$ cat src/rtl/xdat_defines.svh
`ifndef XDAT_DEFINES_SVH
`define XDAT_DEFINES_SVH

////////////////////////////////////////////////////////////////////////////////
// Register indices; the byte address on the bus is four times the index.
`define XD_IDX_DPTR0   8'h82
`define XD_IDX_SECOND_DATA_POINTER   8'h84
`define XD_IDX_PSEL    8'h86
`define XD_IDX_CLKCTRL 8'h8E
`define XD_IDX_PORT2   8'hA0
`define XD_IDX_TAKEY   8'hC7
`define XD_IDX_MEMMAP  8'hD1
`define XD_IDX_WREG    8'hF0
`define XD_IDX_CMD     8'hF1
`define XD_IDX_STAT    8'hF2

////////////////////////////////////////////////////////////////////////////////
// Field positions and reset values.
`define XD_STRETCH_MSB 2
`define XD_STRETCH_RST 3'h1
`define XD_WAITEN_BIT  7
`define XD_PSEL_BIT    0
`define XD_CMD_GO_BIT  0
`define XD_CMD_WR_BIT  1
`define XD_CMD_DP_BIT  2
`define XD_STAT_BUSY   0
`define XD_STAT_WAIT   1

////////////////////////////////////////////////////////////////////////////////
// Timing: phases of a four-clock machine cycle and the key window.
`define XD_PH_C1       2'h0
`define XD_PH_C2       2'h1
`define XD_PH_C3       2'h2
`define XD_PH_C4       2'h3
`define XD_TA_KEY1     8'hAA
`define XD_TA_KEY2     8'h55
`define XD_TA_WINDOW   6'h20

////////////////////////////////////////////////////////////////////////////////
// Bus responses.
`define XD_RESP_OKAY   2'h0
`define XD_RESP_SLVERR 2'h2

`endif

$ cat src/rtl/xdat_pkg.sv
`include "xdat_defines.svh"

package xdat_pkg;

  typedef enum logic [1:0] {
    XD_IDLE   = 2'b00,
    XD_FETCH  = 2'b01,
    XD_ACCESS = 2'b10
  } xdat_state_t;

  // External data memory pins.
  typedef struct packed {
    logic [15:0] addr;
    logic [7:0]  dout;
    logic        dout_oe;
    logic        rd_n;
    logic        wr_n;
  } xdat_ext_t;

  // One register write from the bus.
  typedef struct packed {
    logic        we;
    logic [7:0]  idx;
    logic [31:0] data;
    logic [3:0]  strb;
  } xdat_regwr_t;

  function automatic logic xdat_addr_valid(input logic [11:0] a);
    logic ok;
    ok = 1'b0;
    if (a[11:10] == 2'h0) begin
      case (a[9:2])
        `XD_IDX_DPTR0, `XD_IDX_SECOND_DATA_POINTER, `XD_IDX_PSEL, `XD_IDX_CLKCTRL,
        `XD_IDX_PORT2, `XD_IDX_TAKEY, `XD_IDX_MEMMAP, `XD_IDX_WREG,
        `XD_IDX_CMD, `XD_IDX_STAT: ok = 1'b1;
        default: ok = 1'b0;
      endcase
    end
    return ok;
  endfunction

endpackage

$ cat src/rtl/xdat_axil.sv
`include "xdat_defines.svh"

module xdat_axil import xdat_pkg::*; (
  // Clock and reset.
  input  wire logic        aclk,
  input  wire logic        aresetn,
  // Write address and data.
  input  wire logic [11:0] awaddr,
  input  wire logic        awvalid,
  output wire logic        awready,
  input  wire logic [31:0] wdata,
  input  wire logic [3:0]  wstrb,
  input  wire logic        wvalid,
  output wire logic        wready,
  // Write response.
  output wire logic [1:0]  bresp,
  output wire logic        bvalid,
  input  wire logic        bready,
  // Read address and data.
  input  wire logic [11:0] araddr,
  input  wire logic        arvalid,
  output wire logic        arready,
  output wire logic [31:0] rdata,
  output wire logic [1:0]  rresp,
  output wire logic        rvalid,
  input  wire logic        rready,
  // Register file side.
  output xdat_regwr_t      reg_wr,
  output wire logic [7:0]  rd_idx,
  input  wire logic [31:0] rd_data
);

  logic        aw_have_q;
  logic        w_have_q;
  logic        bvalid_q;
  logic        rvalid_q;
  logic [11:0] awaddr_q;
  logic [31:0] wdata_q;
  logic [3:0]  wstrb_q;
  logic [1:0]  bresp_q;
  logic [1:0]  rresp_q;
  logic [31:0] rdata_q;
  logic        do_wr;

  assign awready = !aw_have_q && !bvalid_q;
  assign wready  = !w_have_q && !bvalid_q;
  assign do_wr   = aw_have_q && w_have_q && !bvalid_q;
  assign bvalid  = bvalid_q;
  assign bresp   = bresp_q;
  assign arready = !rvalid_q;
  assign rvalid  = rvalid_q;
  assign rresp   = rresp_q;
  assign rdata   = rdata_q;
  assign rd_idx  = araddr[9:2];

  assign reg_wr.we   = do_wr && xdat_addr_valid(awaddr_q);
  assign reg_wr.idx  = awaddr_q[9:2];
  assign reg_wr.data = wdata_q;
  assign reg_wr.strb = wstrb_q;

  ////////////////////////////////////////////////////////////////////////////////
  // Address and data are taken in either order and held until both are in.
  always_ff @(posedge aclk) begin
    if (!aresetn) begin
      aw_have_q <= 1'b0;
      awaddr_q  <= 12'h000;
    end else if (awvalid && awready) begin
      aw_have_q <= 1'b1;
      awaddr_q  <= awaddr;
    end else if (do_wr) begin
      aw_have_q <= 1'b0;
    end
  end

  always_ff @(posedge aclk) begin
    if (!aresetn) begin
      w_have_q <= 1'b0;
      wdata_q  <= 32'h0000_0000;
      wstrb_q  <= 4'h0;
    end else if (wvalid && wready) begin
      w_have_q <= 1'b1;
      wdata_q  <= wdata;
      wstrb_q  <= wstrb;
    end else if (do_wr) begin
      w_have_q <= 1'b0;
    end
  end

  always_ff @(posedge aclk) begin
    if (!aresetn) begin
      bvalid_q <= 1'b0;
      bresp_q  <= `XD_RESP_OKAY;
    end else if (do_wr) begin
      bvalid_q <= 1'b1;
      bresp_q  <= xdat_addr_valid(awaddr_q) ? `XD_RESP_OKAY : `XD_RESP_SLVERR;
    end else if (bready) begin
      bvalid_q <= 1'b0;
    end
  end

  ////////////////////////////////////////////////////////////////////////////////
  // Reads answer one clock after the address is taken.
  always_ff @(posedge aclk) begin
    if (!aresetn) begin
      rvalid_q <= 1'b0;
      rresp_q  <= `XD_RESP_OKAY;
      rdata_q  <= 32'h0000_0000;
    end else if (arvalid && arready) begin
      rvalid_q <= 1'b1;
      rresp_q  <= xdat_addr_valid(araddr) ? `XD_RESP_OKAY : `XD_RESP_SLVERR;
      rdata_q  <= xdat_addr_valid(araddr) ? rd_data : 32'h0000_0000;
    end else if (rready) begin
      rvalid_q <= 1'b0;
    end
  end

endmodule

$ cat src/rtl/xdat_timing.sv
// The register offsets and the AXI4-Lite register port were decided locally.
`include "xdat_defines.svh"

// Summary of operation
// A move spends one four-clock fetch cycle, then drives the address and accesses memory.
// Bits 2-0 of clock_ctrl_sfr pick a stretch of 0 to 7, giving moves of 2 to 9 cycles.
// The stretch only lengthens the external data move and nothing else.
// The stretch field resets to 1, and software may write 0 for the fastest move.
// The strobe lasts 2 clocks at stretch 0 and 4 clocks per step above that.
// The wait input is port4_bit0 and works only while wait_input_enable is set.
// With waits on, the stretch is the least length and the wait is sampled in the third state.
// Each recognised wait inserts one more machine cycle into the move.
// The peripheral holds wait as long as it needs and releases it to end the move.
// wait_input_enable is written only through the timed_access_key procedure.
// A register-indirect move takes its low address byte from the working register and its high byte from port 2.
// Bit 0 of pointer_select chooses the first or second data pointer; its other bits read 0.
// Address and write data stay steady until the strobe is released.
module xdat_timing import xdat_pkg::*; (
  // Clock and reset.
  input  wire logic        aclk,
  input  wire logic        aresetn,
  // AXI4-Lite register bus.
  input  wire logic [11:0] s_axi_awaddr,
  input  wire logic        s_axi_awvalid,
  output wire logic        s_axi_awready,
  input  wire logic [31:0] s_axi_wdata,
  input  wire logic [3:0]  s_axi_wstrb,
  input  wire logic        s_axi_wvalid,
  output wire logic        s_axi_wready,
  output wire logic [1:0]  s_axi_bresp,
  output wire logic        s_axi_bvalid,
  input  wire logic        s_axi_bready,
  input  wire logic [11:0] s_axi_araddr,
  input  wire logic        s_axi_arvalid,
  output wire logic        s_axi_arready,
  output wire logic [31:0] s_axi_rdata,
  output wire logic [1:0]  s_axi_rresp,
  output wire logic        s_axi_rvalid,
  input  wire logic        s_axi_rready,
  // External data memory.
  output xdat_ext_t        ext_o,
  input  wire logic [7:0]  ext_din,
  input  wire logic        port4_bit0_n
);

  ////////////////////////////////////////////////////////////////////////////////
  // Register bus and timed access lock.
  xdat_regwr_t reg_wr;
  logic [7:0]  rd_idx;
  logic [31:0] rd_data;
  logic        ta_open;
  logic        memmap_wr;

  xdat_axil u_axil (
    .aclk    (aclk),
    .aresetn (aresetn),
    .awaddr  (s_axi_awaddr),
    .awvalid (s_axi_awvalid),
    .awready (s_axi_awready),
    .wdata   (s_axi_wdata),
    .wstrb   (s_axi_wstrb),
    .wvalid  (s_axi_wvalid),
    .wready  (s_axi_wready),
    .bresp   (s_axi_bresp),
    .bvalid  (s_axi_bvalid),
    .bready  (s_axi_bready),
    .araddr  (s_axi_araddr),
    .arvalid (s_axi_arvalid),
    .arready (s_axi_arready),
    .rdata   (s_axi_rdata),
    .rresp   (s_axi_rresp),
    .rvalid  (s_axi_rvalid),
    .rready  (s_axi_rready),
    .reg_wr  (reg_wr),
    .rd_idx  (rd_idx),
    .rd_data (rd_data)
  );

  assign memmap_wr = reg_wr.we && reg_wr.idx == `XD_IDX_MEMMAP && reg_wr.strb[0];

  xdat_tkey u_tkey (
    .aclk     (aclk),
    .aresetn  (aresetn),
    .key_wr   (reg_wr.we && reg_wr.idx == `XD_IDX_TAKEY && reg_wr.strb[0]),
    .key_data (reg_wr.data[7:0]),
    .consume  (memmap_wr),
    .open     (ta_open)
  );

  ////////////////////////////////////////////////////////////////////////////////
  // Software registers.
  logic [2:0]  stretch_select_q;
  logic        wait_input_enable_q;
  logic        pointer_select_q;
  logic [15:0] dptr0_q;
  logic [15:0] second_data_pointer_q;
  logic [7:0]  port2_q;
  logic [7:0]  wreg_q;
  logic [7:0]  cmd_wdata_q;
  logic        cmd_go;

  function automatic logic hit(input xdat_regwr_t w, input logic [7:0] idx, input int b);
    return w.we && w.idx == idx && w.strb[b];
  endfunction

  always_ff @(posedge aclk) begin
    if (!aresetn) begin
      stretch_select_q <= `XD_STRETCH_RST;
    end else if (hit(reg_wr, `XD_IDX_CLKCTRL, 0)) begin
      stretch_select_q <= reg_wr.data[`XD_STRETCH_MSB:0];
    end
  end

  // Writes outside the unlock window are dropped without an error.
  always_ff @(posedge aclk) begin
    if (!aresetn) begin
      wait_input_enable_q <= 1'b0;
    end else if (memmap_wr && ta_open) begin
      wait_input_enable_q <= reg_wr.data[`XD_WAITEN_BIT];
    end
  end

  always_ff @(posedge aclk) begin
    if (!aresetn) begin
      pointer_select_q <= 1'b0;
    end else if (hit(reg_wr, `XD_IDX_PSEL, 0)) begin
      pointer_select_q <= reg_wr.data[`XD_PSEL_BIT];
    end
  end

  always_ff @(posedge aclk) begin
    if (!aresetn) begin
      dptr0_q <= 16'h0000;
      second_data_pointer_q <= 16'h0000;
    end else begin
      if (hit(reg_wr, `XD_IDX_DPTR0, 0)) dptr0_q[7:0] <= reg_wr.data[7:0];
      if (hit(reg_wr, `XD_IDX_DPTR0, 1)) dptr0_q[15:8] <= reg_wr.data[15:8];
      if (hit(reg_wr, `XD_IDX_SECOND_DATA_POINTER, 0)) second_data_pointer_q[7:0] <= reg_wr.data[7:0];
      if (hit(reg_wr, `XD_IDX_SECOND_DATA_POINTER, 1)) second_data_pointer_q[15:8] <= reg_wr.data[15:8];
    end
  end

  always_ff @(posedge aclk) begin
    if (!aresetn) begin
      port2_q <= 8'h00;
      wreg_q  <= 8'h00;
    end else begin
      if (hit(reg_wr, `XD_IDX_PORT2, 0)) port2_q <= reg_wr.data[7:0];
      if (hit(reg_wr, `XD_IDX_WREG, 0)) wreg_q <= reg_wr.data[7:0];
    end
  end

  ////////////////////////////////////////////////////////////////////////////////
  // Move sequencer: one fetch cycle, then 1 + stretch access cycles plus waits.
  xdat_state_t state_q;
  logic [1:0]  phase_q;
  logic [2:0]  left_q;
  logic [2:0]  str_lat_q;
  logic        first_q;
  logic        hold_q;
  logic        is_wr_q;
  logic [15:0] addr_lat_q;
  logic [15:0] cycles_q;
  logic [7:0]  rdata_q;
  logic        last;
  logic        start_ok;
  logic        stb_now;
  logic        cyc_end;

  assign cmd_go  = hit(reg_wr, `XD_IDX_CMD, 0) && reg_wr.data[`XD_CMD_GO_BIT] &&
                   state_q == XD_IDLE;
  assign last    = (left_q == 3'h0);
  assign cyc_end = (phase_q == `XD_PH_C4);

  // Strobe window: C4 of the first access cycle up to C3 of the last one,
  // or C2 and C3 alone when no stretch is set.
  always_comb begin
    start_ok = 1'b1;
    if (first_q) begin
      start_ok = (str_lat_q == 3'h0) ? (phase_q != `XD_PH_C1) : cyc_end;
    end
    stb_now = state_q == XD_ACCESS && start_ok &&
              (!last || phase_q != `XD_PH_C4 || hold_q);
  end

  // The stretch is latched at the start so a write during a move cannot
  // change its length halfway through.
  always_ff @(posedge aclk) begin
    if (!aresetn) begin
      str_lat_q   <= 3'h0;
      is_wr_q     <= 1'b0;
      addr_lat_q  <= 16'h0000;
      cmd_wdata_q <= 8'h00;
    end else if (cmd_go) begin
      str_lat_q   <= stretch_select_q;
      is_wr_q     <= reg_wr.data[`XD_CMD_WR_BIT];
      cmd_wdata_q <= reg_wr.data[15:8];
      if (reg_wr.data[`XD_CMD_DP_BIT]) begin
        addr_lat_q <= pointer_select_q ? second_data_pointer_q : dptr0_q;
      end else begin
        addr_lat_q <= {port2_q, wreg_q};
      end
    end
  end

  always_ff @(posedge aclk) begin
    if (!aresetn) begin
      state_q <= XD_IDLE;
      phase_q <= `XD_PH_C1;
      left_q  <= 3'h0;
      first_q <= 1'b0;
    end else begin
      case (state_q)
        XD_IDLE: begin
          phase_q <= `XD_PH_C1;
          if (cmd_go) state_q <= XD_FETCH;
        end
        XD_FETCH: begin
          phase_q <= phase_q + 2'h1;
          if (cyc_end) begin
            state_q <= XD_ACCESS;
            left_q  <= str_lat_q;
            first_q <= 1'b1;
          end
        end
        XD_ACCESS: begin
          phase_q <= phase_q + 2'h1;
          if (cyc_end) begin
            first_q <= 1'b0;
            if (!last) begin
              left_q <= left_q - 3'h1;
            end else if (!hold_q) begin
              state_q <= XD_IDLE;
            end
          end
        end
        default: begin
          state_q <= XD_IDLE;
        end
      endcase
    end
  end

  // Wait is looked at in C3 of the closing cycle, before the strobe rises.
  always_ff @(posedge aclk) begin
    if (!aresetn) begin
      hold_q <= 1'b0;
    end else if (state_q == XD_ACCESS && last && phase_q == `XD_PH_C3) begin
      hold_q <= wait_input_enable_q && !port4_bit0_n;
    end else if (cyc_end) begin
      hold_q <= 1'b0;
    end
  end

  always_ff @(posedge aclk) begin
    if (!aresetn) begin
      cycles_q <= 16'h0000;
    end else if (cmd_go) begin
      cycles_q <= 16'h0000;
    end else if (state_q != XD_IDLE && cyc_end) begin
      cycles_q <= cycles_q + 16'h0001;
    end
  end

  ////////////////////////////////////////////////////////////////////////////////
  // Pins. The strobe is registered, so it trails the window by one clock;
  // address and data are held past it until the fetch cycle of the next move ends.
  always_ff @(posedge aclk) begin
    if (!aresetn) begin
      ext_o.addr <= 16'h0000;
      ext_o.dout <= 8'h00;
    end else if (state_q == XD_FETCH && cyc_end) begin
      ext_o.addr <= addr_lat_q;
      ext_o.dout <= cmd_wdata_q;
    end
  end

  always_ff @(posedge aclk) begin
    if (!aresetn) begin
      ext_o.rd_n    <= 1'b1;
      ext_o.wr_n    <= 1'b1;
      ext_o.dout_oe <= 1'b0;
    end else begin
      ext_o.rd_n    <= !(stb_now && !is_wr_q);
      ext_o.wr_n    <= !(stb_now && is_wr_q);
      ext_o.dout_oe <= (state_q == XD_ACCESS && is_wr_q) || !ext_o.wr_n;
    end
  end

  always_ff @(posedge aclk) begin
    if (!aresetn) begin
      rdata_q <= 8'h00;
    end else if (!ext_o.rd_n && !stb_now) begin
      rdata_q <= ext_din;
    end
  end

  ////////////////////////////////////////////////////////////////////////////////
  // Read multiplexer.
  always_comb begin
    rd_data = 32'h0000_0000;
    case (rd_idx)
      `XD_IDX_CLKCTRL: rd_data[`XD_STRETCH_MSB:0] = stretch_select_q;
      `XD_IDX_MEMMAP:  rd_data[`XD_WAITEN_BIT] = wait_input_enable_q;
      `XD_IDX_PSEL:    rd_data[`XD_PSEL_BIT] = pointer_select_q;
      `XD_IDX_DPTR0:   rd_data[15:0] = dptr0_q;
      `XD_IDX_SECOND_DATA_POINTER:   rd_data[15:0] = second_data_pointer_q;
      `XD_IDX_PORT2:   rd_data[7:0] = port2_q;
      `XD_IDX_WREG:    rd_data[7:0] = wreg_q;
      `XD_IDX_CMD:     rd_data[15:8] = cmd_wdata_q;
      `XD_IDX_STAT: begin
        rd_data[`XD_STAT_BUSY] = (state_q != XD_IDLE);
        rd_data[`XD_STAT_WAIT] = hold_q;
        rd_data[15:8]          = rdata_q;
        rd_data[31:16]         = cycles_q;
      end
      default: rd_data = 32'h0000_0000;
    endcase
  end

endmodule

$ cat src/rtl/xdat_tkey.sv
`include "xdat_defines.svh"

module xdat_tkey import xdat_pkg::*; (
  // Clock and reset.
  input  wire logic       aclk,
  input  wire logic       aresetn,
  // Key register writes and protected write use.
  input  wire logic       key_wr,
  input  wire logic [7:0] key_data,
  input  wire logic       consume,
  output wire logic       open
);

  logic       armed_q;
  logic [5:0] win_q;

  assign open = (win_q != 6'h00);

  // The two key bytes must arrive as consecutive key writes; any other byte
  // disarms, so a stray write cannot leave the lock half open.
  always_ff @(posedge aclk) begin
    if (!aresetn) begin
      armed_q <= 1'b0;
    end else if (key_wr) begin
      armed_q <= (key_data == `XD_TA_KEY1);
    end
  end

  always_ff @(posedge aclk) begin
    if (!aresetn) begin
      win_q <= 6'h00;
    end else if (key_wr && armed_q && key_data == `XD_TA_KEY2) begin
      win_q <= `XD_TA_WINDOW;
    end else if (consume) begin
      win_q <= 6'h00;
    end else if (win_q != 6'h00) begin
      win_q <= win_q - 6'h01;
    end
  end

endmodule
$ cat config.mk
export PLATFORM = sky130hd
export DESIGN_NAME = xdat_timing
export DESIGN_NICKNAME = d
export VERILOG_FILES = /design/src/rtl/xdat_pkg.sv /design/src/rtl/xdat_axil.sv /design/src/rtl/xdat_timing.sv /design/src/rtl/xdat_tkey.sv
export VERILOG_INCLUDE_DIRS = /design/src /design/src/rtl
export SDC_FILE = /design/constraint.sdc
export NUM_CORES = 1
export LEC_CHECK = 0
export BUFFER_PORTS_ARGS = -buffer_cell sky130_fd_sc_hd__buf_2
export CORE_UTILIZATION = 52
export DETAILED_ROUTE_END_ITERATION = 8
export GPL_ROUTABILITY_DRIVEN = 1
export PLACE_DENSITY = 0.77
export SLEW_MARGIN = 25
export SYNTH_ARGS = -nofsm -noshare
export SYNTH_HDL_FRONTEND = slang
export SYNTH_SLANG_ARGS = --single-unit
$ cat constraint.sdc
create_clock -name aclk -period 1.7 [get_ports aclk]
set_input_delay 0.17 -clock aclk [delete_from_list [all_inputs] [get_ports aclk]]
set_output_delay 0.17 -clock aclk [all_outputs]
set_load 0.01 [all_outputs]
* After elaboration in Yosys (flattened, before gate mapping)
Cells that the tools add are included.
** Word-level totals
- Bits of input ports :: 76
- Word-level logic and storage cells :: 206
- Register bits after elaboration :: 218
** Operators by class
- Muxes and demuxes :: 47
- Reductions and logical operators :: 83
- Add/subtract/negate cells :: 4
- Bitwise logic cells :: 1
- Equality and inequality tests :: 33
** Operator list (number)
- $eq A8 B8 Y1 const B :: 21
- $mux W16 :: 3
- $logic_and A1 B1 Y1 :: 44
- $mux W32 :: 1
- $pmux W8 S4 :: 1
- $mux W1 :: 20
- $reduce_or A10 Y1 :: 2
- $mux W6 :: 3
- $reduce_bool A2 Y1 :: 9
- $add A16 B1 Y16 const B :: 1
- $pmux W4 S4 :: 1
- $mux W2 :: 7
- $ne A2 B2 Y1 const B :: 7
- $logic_not A1 Y1 :: 12
- $pmux W1 S5 :: 2
- $mux W3 :: 3
- $eq A8 B7 Y1 const B :: 1
- $pmux W1 S7 :: 1
- $eq A2 B2 Y1 const B :: 3
- $logic_not A2 Y1 :: 3
- $logic_not A3 Y1 :: 2
- $pmux W1 S6 :: 1
- $pmux W2 S3 :: 1
- $pmux W3 S2 :: 1
- 15 further kinds :: 18

* Depth between registers and ports, before layout
- Word-level depth :: 11
- Gate-level depth with buffers :: 8
- Depth with buffers taken out :: 7

* Hierarchy
From an unflattened synthesis, not the netlist that was laid out.
** Unflattened totals
- Cell total of the unflattened synthesis :: 1179
- Area, all modules :: 10008.3 sq um
** By module, submodules not included
- xdat_timing :: area each 6457.4 sq um, seq. area each 2822.7 sq um, cells each 780, instances 1
- xdat_axil :: area each 3146.8 sq um, seq. area each 1681.6 sq um, cells each 354, instances 1
- xdat_tkey :: area each 404.1 sq um, seq. area each 140.1 sq um, cells each 45, instances 1

* Least setup slack after synthesis
Ideal clock, no wire load.
- Path type :: register to register
- From :: register phase_q[0]
- To :: register rdata_q[6]
- Cell stages (with the launch flop) :: 9
- Path slack :: -0.235 ns
- Arrival :: 1.812 ns
- Period minus slack after synthesis :: 1.935 ns
- Path buffers :: 1
- Setup time :: 0.123 ns
- Data required time :: 1.577 ns
- Cell sequence :: dfxtp_1 > inv_1 > ha_1 > or4_1 > a311oi_1 > nor2_1 > buf_2 > nand3_1 > o21ai_0
** Between the ends
- Cells in the longest elaborated chain, start to end :: 7
- Elaborated cells on any way between the ends :: 11
- Those cells by class :: eq/ne: 2; mux: 2; reduce/logical: 7
** Ends and longest elaborated chain
- start: declaration :: RTL line xdat_timing.sv:156 : logic [1:0] phase_q;
- start signal: assignment :: RTL line xdat_timing.sv:209 : phase_q <= `XD_PH_C1;
- start signal: assignment :: RTL line xdat_timing.sv:215 : phase_q <= `XD_PH_C1;
- start signal: assignment :: RTL line xdat_timing.sv:219 : phase_q <= phase_q + 2'h1;
- $eq A2 B2 Y1 (no source line) / $reduce_bool A2 Y1 (equally long branches)
- $mux W1 :: RTL line xdat_timing.sv:180 : start_ok = (str_lat_q == 3'h0) ? (phase_q != `XD_PH_C1) : cyc_end;
- $mux W1 :: RTL line xdat_timing.sv:179 : if (first_q) begin
- $logic_and A1 B1 Y1 :: RTL line xdat_timing.sv:182 : stb_now = state_q == XD_ACCESS && start_ok &&
- $logic_and A1 B1 Y1 (*) :: RTL line xdat_timing.sv:182
- $logic_not A1 Y1 (*) :: RTL line xdat_timing.sv:293 : end else if (!ext_o.rd_n && !stb_now) begin
- $logic_and A1 B1 Y1 (*) :: RTL line xdat_timing.sv:293
- end signal: assignment :: RTL line xdat_timing.sv:294 : rdata_q <= ext_din;
- end: declaration :: RTL line xdat_timing.sv:164 : logic [7:0] rdata_q;
Mark *: on every way between the ends. The rest lies on a longest branch, timed or not.
A chain may end at the register's enable or synchronous reset.

* Final worst setup path
- From :: register u_axil.awaddr_q[3]
- To :: register addr_lat_q[1]
** Between the ends
- Cells in the longest elaborated chain, start to end :: 9
- Elaborated cells on any way between the ends :: 18
- Those cells by class :: eq/ne: 10; mux: 2; reduce/logical: 6
** Ends and longest elaborated chain
- start: declaration :: RTL line xdat_axil.sv:37 : logic [11:0] awaddr_q;
- start signal: assignment :: RTL line xdat_axil.sv:69 : awaddr_q <= awaddr;
- $eq A8 B8 Y1, on equally long branches :: RTL line xdat_pkg.sv:32, xdat_timing.sv:103
- $reduce_or A10 Y1 :: RTL line xdat_pkg.sv:32 : case (a[9:2])
- $mux W1 :: RTL line xdat_pkg.sv:32
- $mux W1 :: RTL line xdat_pkg.sv:31 : if (a[11:10] == 2'h0) begin
- $logic_and A1 B1 Y1 :: RTL line xdat_axil.sv:56 : assign reg_wr.we = do_wr && xdat_addr_valid(awaddr_q);
- $logic_and A1 B1 Y1 (*) (2 in a row) :: RTL line xdat_timing.sv:103 : return w.we && w.idx == idx && w.strb[b];
- $logic_and A1 B1 Y1 (*) (2 in a row) :: RTL line xdat_timing.sv:170 : assign cmd_go = hit(reg_wr, `XD_IDX_CMD, 0) && reg_wr.data[`XD_CMD_GO_BIT] &&
- end signal: assignment :: RTL line xdat_timing.sv:199 : addr_lat_q <= pointer_select_q ? second_data_pointer_q : dptr0_q;
- end signal: assignment :: RTL line xdat_timing.sv:201 : addr_lat_q <= {port2_q, wreg_q};
- end: declaration :: RTL line xdat_timing.sv:162 : logic [15:0] addr_lat_q;
Marked as above.

==> impl_results.md <==
- Yosys reg bits: 214
- Synth area leaders: dfxtp_1 44%, nand2_1 8.3%, mux2i_1 6.7%
- Tot Pwr: 11.34 mW
- Die Span Y: 138.3 um
- Die width: 138.3 um
- P_leak: 5.138 nW
- Synth Area in Compound Gates: 18.60%
- EDFF count, synth: 0
- Initial Util: 53.44%
- Fin worst setup slack: -0.2433 ns
- Leading area contributor after synthesis: dfxtp_1
- # Max-Cap Violations: 0
- Ys Warns: 0
- Post-synth cell types: 72
- Routed vias: 9060
- Initial antenna violation count: 0
- Hold Crit Class: input port to flop
- Register area share after synthesis: 44.32%
- Largest net degree at the start of global routing: 62
- Fin util: 74.09%
- Failing checks: design-rule violations, negative setup slack
- Synth Area in XOR/XNOR: 1.812%
- CTS Sinks: 214
- Syn Inst Count: 1082
- Clock Skews: 0.01038 ns
- GRT Resource Usage Total: 27.41%
- Hold depth: 4
- Max clock buf depth: 3
- Period minus WS final: 1.943 ns
- R2R depth: 7
- Routed Antenna Nets: 0
- I/O Pins: 144
- Most frequent cell after synthesis: nand2_1
- GRT Residual Overflow: 0
- Status: finished with violations
- Syn avg cell area: 8.933 um2
- CORE AREA: 18090 um2
- Core Rows: 49
- Area growth from synthesis to layout: 38.64%
- Setup_tns: -7.735 ns
- Simple-Gate Fraction of Synth Area: 22.72%
- Mapped cell area: 9666 um2
- CP required: 2.07 ns
- Gate power share: 10.8%
- DRC viols: 32
- RSZ-0062 raised after global routing: yes
- Asr flop ratio synth: 0%
- Worst Setup Start Kind: flop
- Switching share of power: 24.47%
- Commonest cells post-synth: 215 x nand2_1, 214 x dfxtp_1, 76 x a21boi_0, 65 x mux2i_1, 51 x nor2_1
- Share of the synthesized area in the top cell type: 44.32%
- Clk slew on worst S/H paths: 0.06 ns
- Initial DRC count: 662
- Net Switching: 2.775 mW
- Pins Over Slew Limit: 0
- H-Tree Depth: 1
- Worst skew pair latency: 0.51 ns
- Primary FF master, synth: dfxtp_1
- Layout cell share with drive strength beyond 1: 31.79%
- Fin nets: 1438
- Power density over the cells: 846.1 nW/um2
- CP max FO: 9
- Register share of total power: 46.4%
- WL/cell: 17.98 um
- Buffers on Ports: 119
- Crit path capture type: flop
- Mux share of post-synthesis cell area: 6.731%
- Area share of fa/ha/maj cells after synthesis: 1.553%
- Diodes inserted: 0
- Fin. Hold Viols: 0
- CTS tree: done
- Main combinational cell family by area after synthesis: simple AND/OR/NAND/NOR gates
- CTS buffer count: 23
- Fin crit share: 114.3%
- Area of the die: 19140 um2
- Number of global-route vias before repair: 8429
- Int Power: 8.564 mW
- Global-route wire length before repair: 42740 um
- DP HPWL: 17940 um
- Post-DR vias/cell: 5.684
- DRT Wirelength: 28670 um
- Clock root buffer: clkbuf_16
- WS Path Type: flop to flop
- Final Wtd Congestion: 0.9069
- Highest clock rate: 514.6 MHz
- Pre-Repair DR Iteration Count: 7
- Clock Power Share: 42.8%
- CP arrival: 2.31 ns
- Setup violations, final: 66
- Maximum vdd drop: 0.7952 mV
[power groups by stage]
stage | registers, mW | clock network, mW | logic, mW
CTS | 5.26 | 4.87 | 1.13
finish | 5.26 | 4.85 | 1.22
detailed placement | 5.36 | 0 | 1.03
floorplan | 5.34 | 0 | 0.682
global placement | 5.36 | 0 | 1.01
global route | 5.28 | 5.09 | 1.33
[stage by stage]
step           setup slack, ns  cells  hold WS [ns]  instance area [um2]
2_1_floorplan          -0.1670   1083        0.3004                 9691
3_3_place_gp           -0.1412   1483        0.3956                11340
3_5_place_dp           -0.1930   1483        0.4062                11340
4_1_cts               -0.08868   1570       0.03621                12680
5_1_grt                -0.2881   1594        0.1041                13400
6_report               -0.2433   1594       0.08936                13400
[path summary, 6_finish.rpt]
check,start,end,slack [ns]
setup / recovery,u_axil.awaddr_q[3]$_SDFFE_PN0P_,addr_lat_q[1]$_SDFFE_PN0P_,-0.24
hold / removal,s_axi_araddr[11],u_axil.rresp[1]$_SDFFE_PN0P_,0.09
setup reg to reg,u_axil.awaddr_q[3]$_SDFFE_PN0P_,addr_lat_q[1]$_SDFFE_PN0P_,-0.24
hold reg to reg,ext_o[0]$_SDFF_PN1_,ext_o[2]$_SDFF_PN0_,0.44
[layer usage]
layer | share of wire, % | routed length, um | vias up | track usage, %
met4 | 3.7 | 1049 | 0 | 12.30
li1 | - | - | 4308 | -
met3 | 7.6 | 2187 | 83 | 4.711
met2 | 48 | 13800 | 417 | 44.75
met5 | 0 | 0 | - | 0
met1 | 41 | 11630 | 4252 | 35.56
[timing repair]
action	CTS	global route
setup buffers	7	23
hold buffers	39	0
cloned	1	3
setup endpoints to repair	92	106
gates resized for setup	48	148
endpoints found under the hold margin	38	0
pin swaps	21	62
[layout by cell type (no fill, tap or decap), types with 11 or more instances in the layout]
cell type / n
clkbuf_16: 27
a21boi_0: 50
and2_1: 11
o21ai_1: 13
buf_6: 25
nand3_1: 16
nor2_1: 45
dlygate4sd3_1: 39
nand2_2: 16
xnor2_1: 12
a21oi_1: 12
nand2_1: 190
o211ai_1: 18
a21boi_2: 12
buf_4: 112
a22o_1: 22
a22oi_1: 23
a21boi_1: 33
o21ai_0: 27
mux2i_1: 64
buf_12: 15
buf_2: 118
nor2b_1: 50
inv_1: 11
dfxtp_1: 202
[flip-flops by register name, indices dropped and copies added (netlist names), 2 cells and up]
| register | count |
|---|---|
| u_axil.awaddr_q | 10 |
| stretch_select_q | 3 |
| cmd_wdata_q | 8 |
| dptr0_q | 16 |
| port2_q | 8 |
| u_axil.wstrb_q | 2 |
| u_axil.rdata | 32 |
| str_lat_q | 3 |
| phase_q | 2 |
| ext_o | 27 |
| rdata_q | 8 |
| left_q | 3 |
| state_q | 2 |
| addr_lat_q | 16 |
| second_data_pointer_q | 16 |
| wreg_q | 8 |
| u_tkey.win_q | 6 |
| cycles_q | 16 |
| u_axil.wdata_q | 16 |
[final cells by class]
| cell class | count | area (um2) |
|---|---|---|
| Multi-Input combinational cell | 779 | 5498 |
| Fill cell | 1257 | 4686 |
| Sequential cell | 214 | 4304 |
| Timing Repair Buffer | 314 | 2519 |
| Clock buffer | 33 | 653.1 |
| Tap cell | 229 | 286.5 |
| Clock inverter | 7 | 70.07 |
| Inverter | 18 | 70.07 |
[worst max-delay path, stage by stage, from the launching register on]
cell	delay [ns]
dfxtp_2	0.32
and2b_2	0.22
nand3_2	0.10
buf_6	0.13
or4_4	0.65
clkbuf_16	0.22
nand2_1	0.08
a21boi_1	0.08
[logic make-up (layout without fill, tap and decap cells)]
logic type	after synthesis	in the layout
AND/OR/NAND/NOR	430	431
AO/OA/AOI/OAI	249	249
flip-flops	214	214
buffers and inverters	91	372
multiplexers	65	65
XOR/XNOR	20	20
adder cells (fa/ha/maj)	12	12
other	1	2
Power figures use the tool's default switching activity.
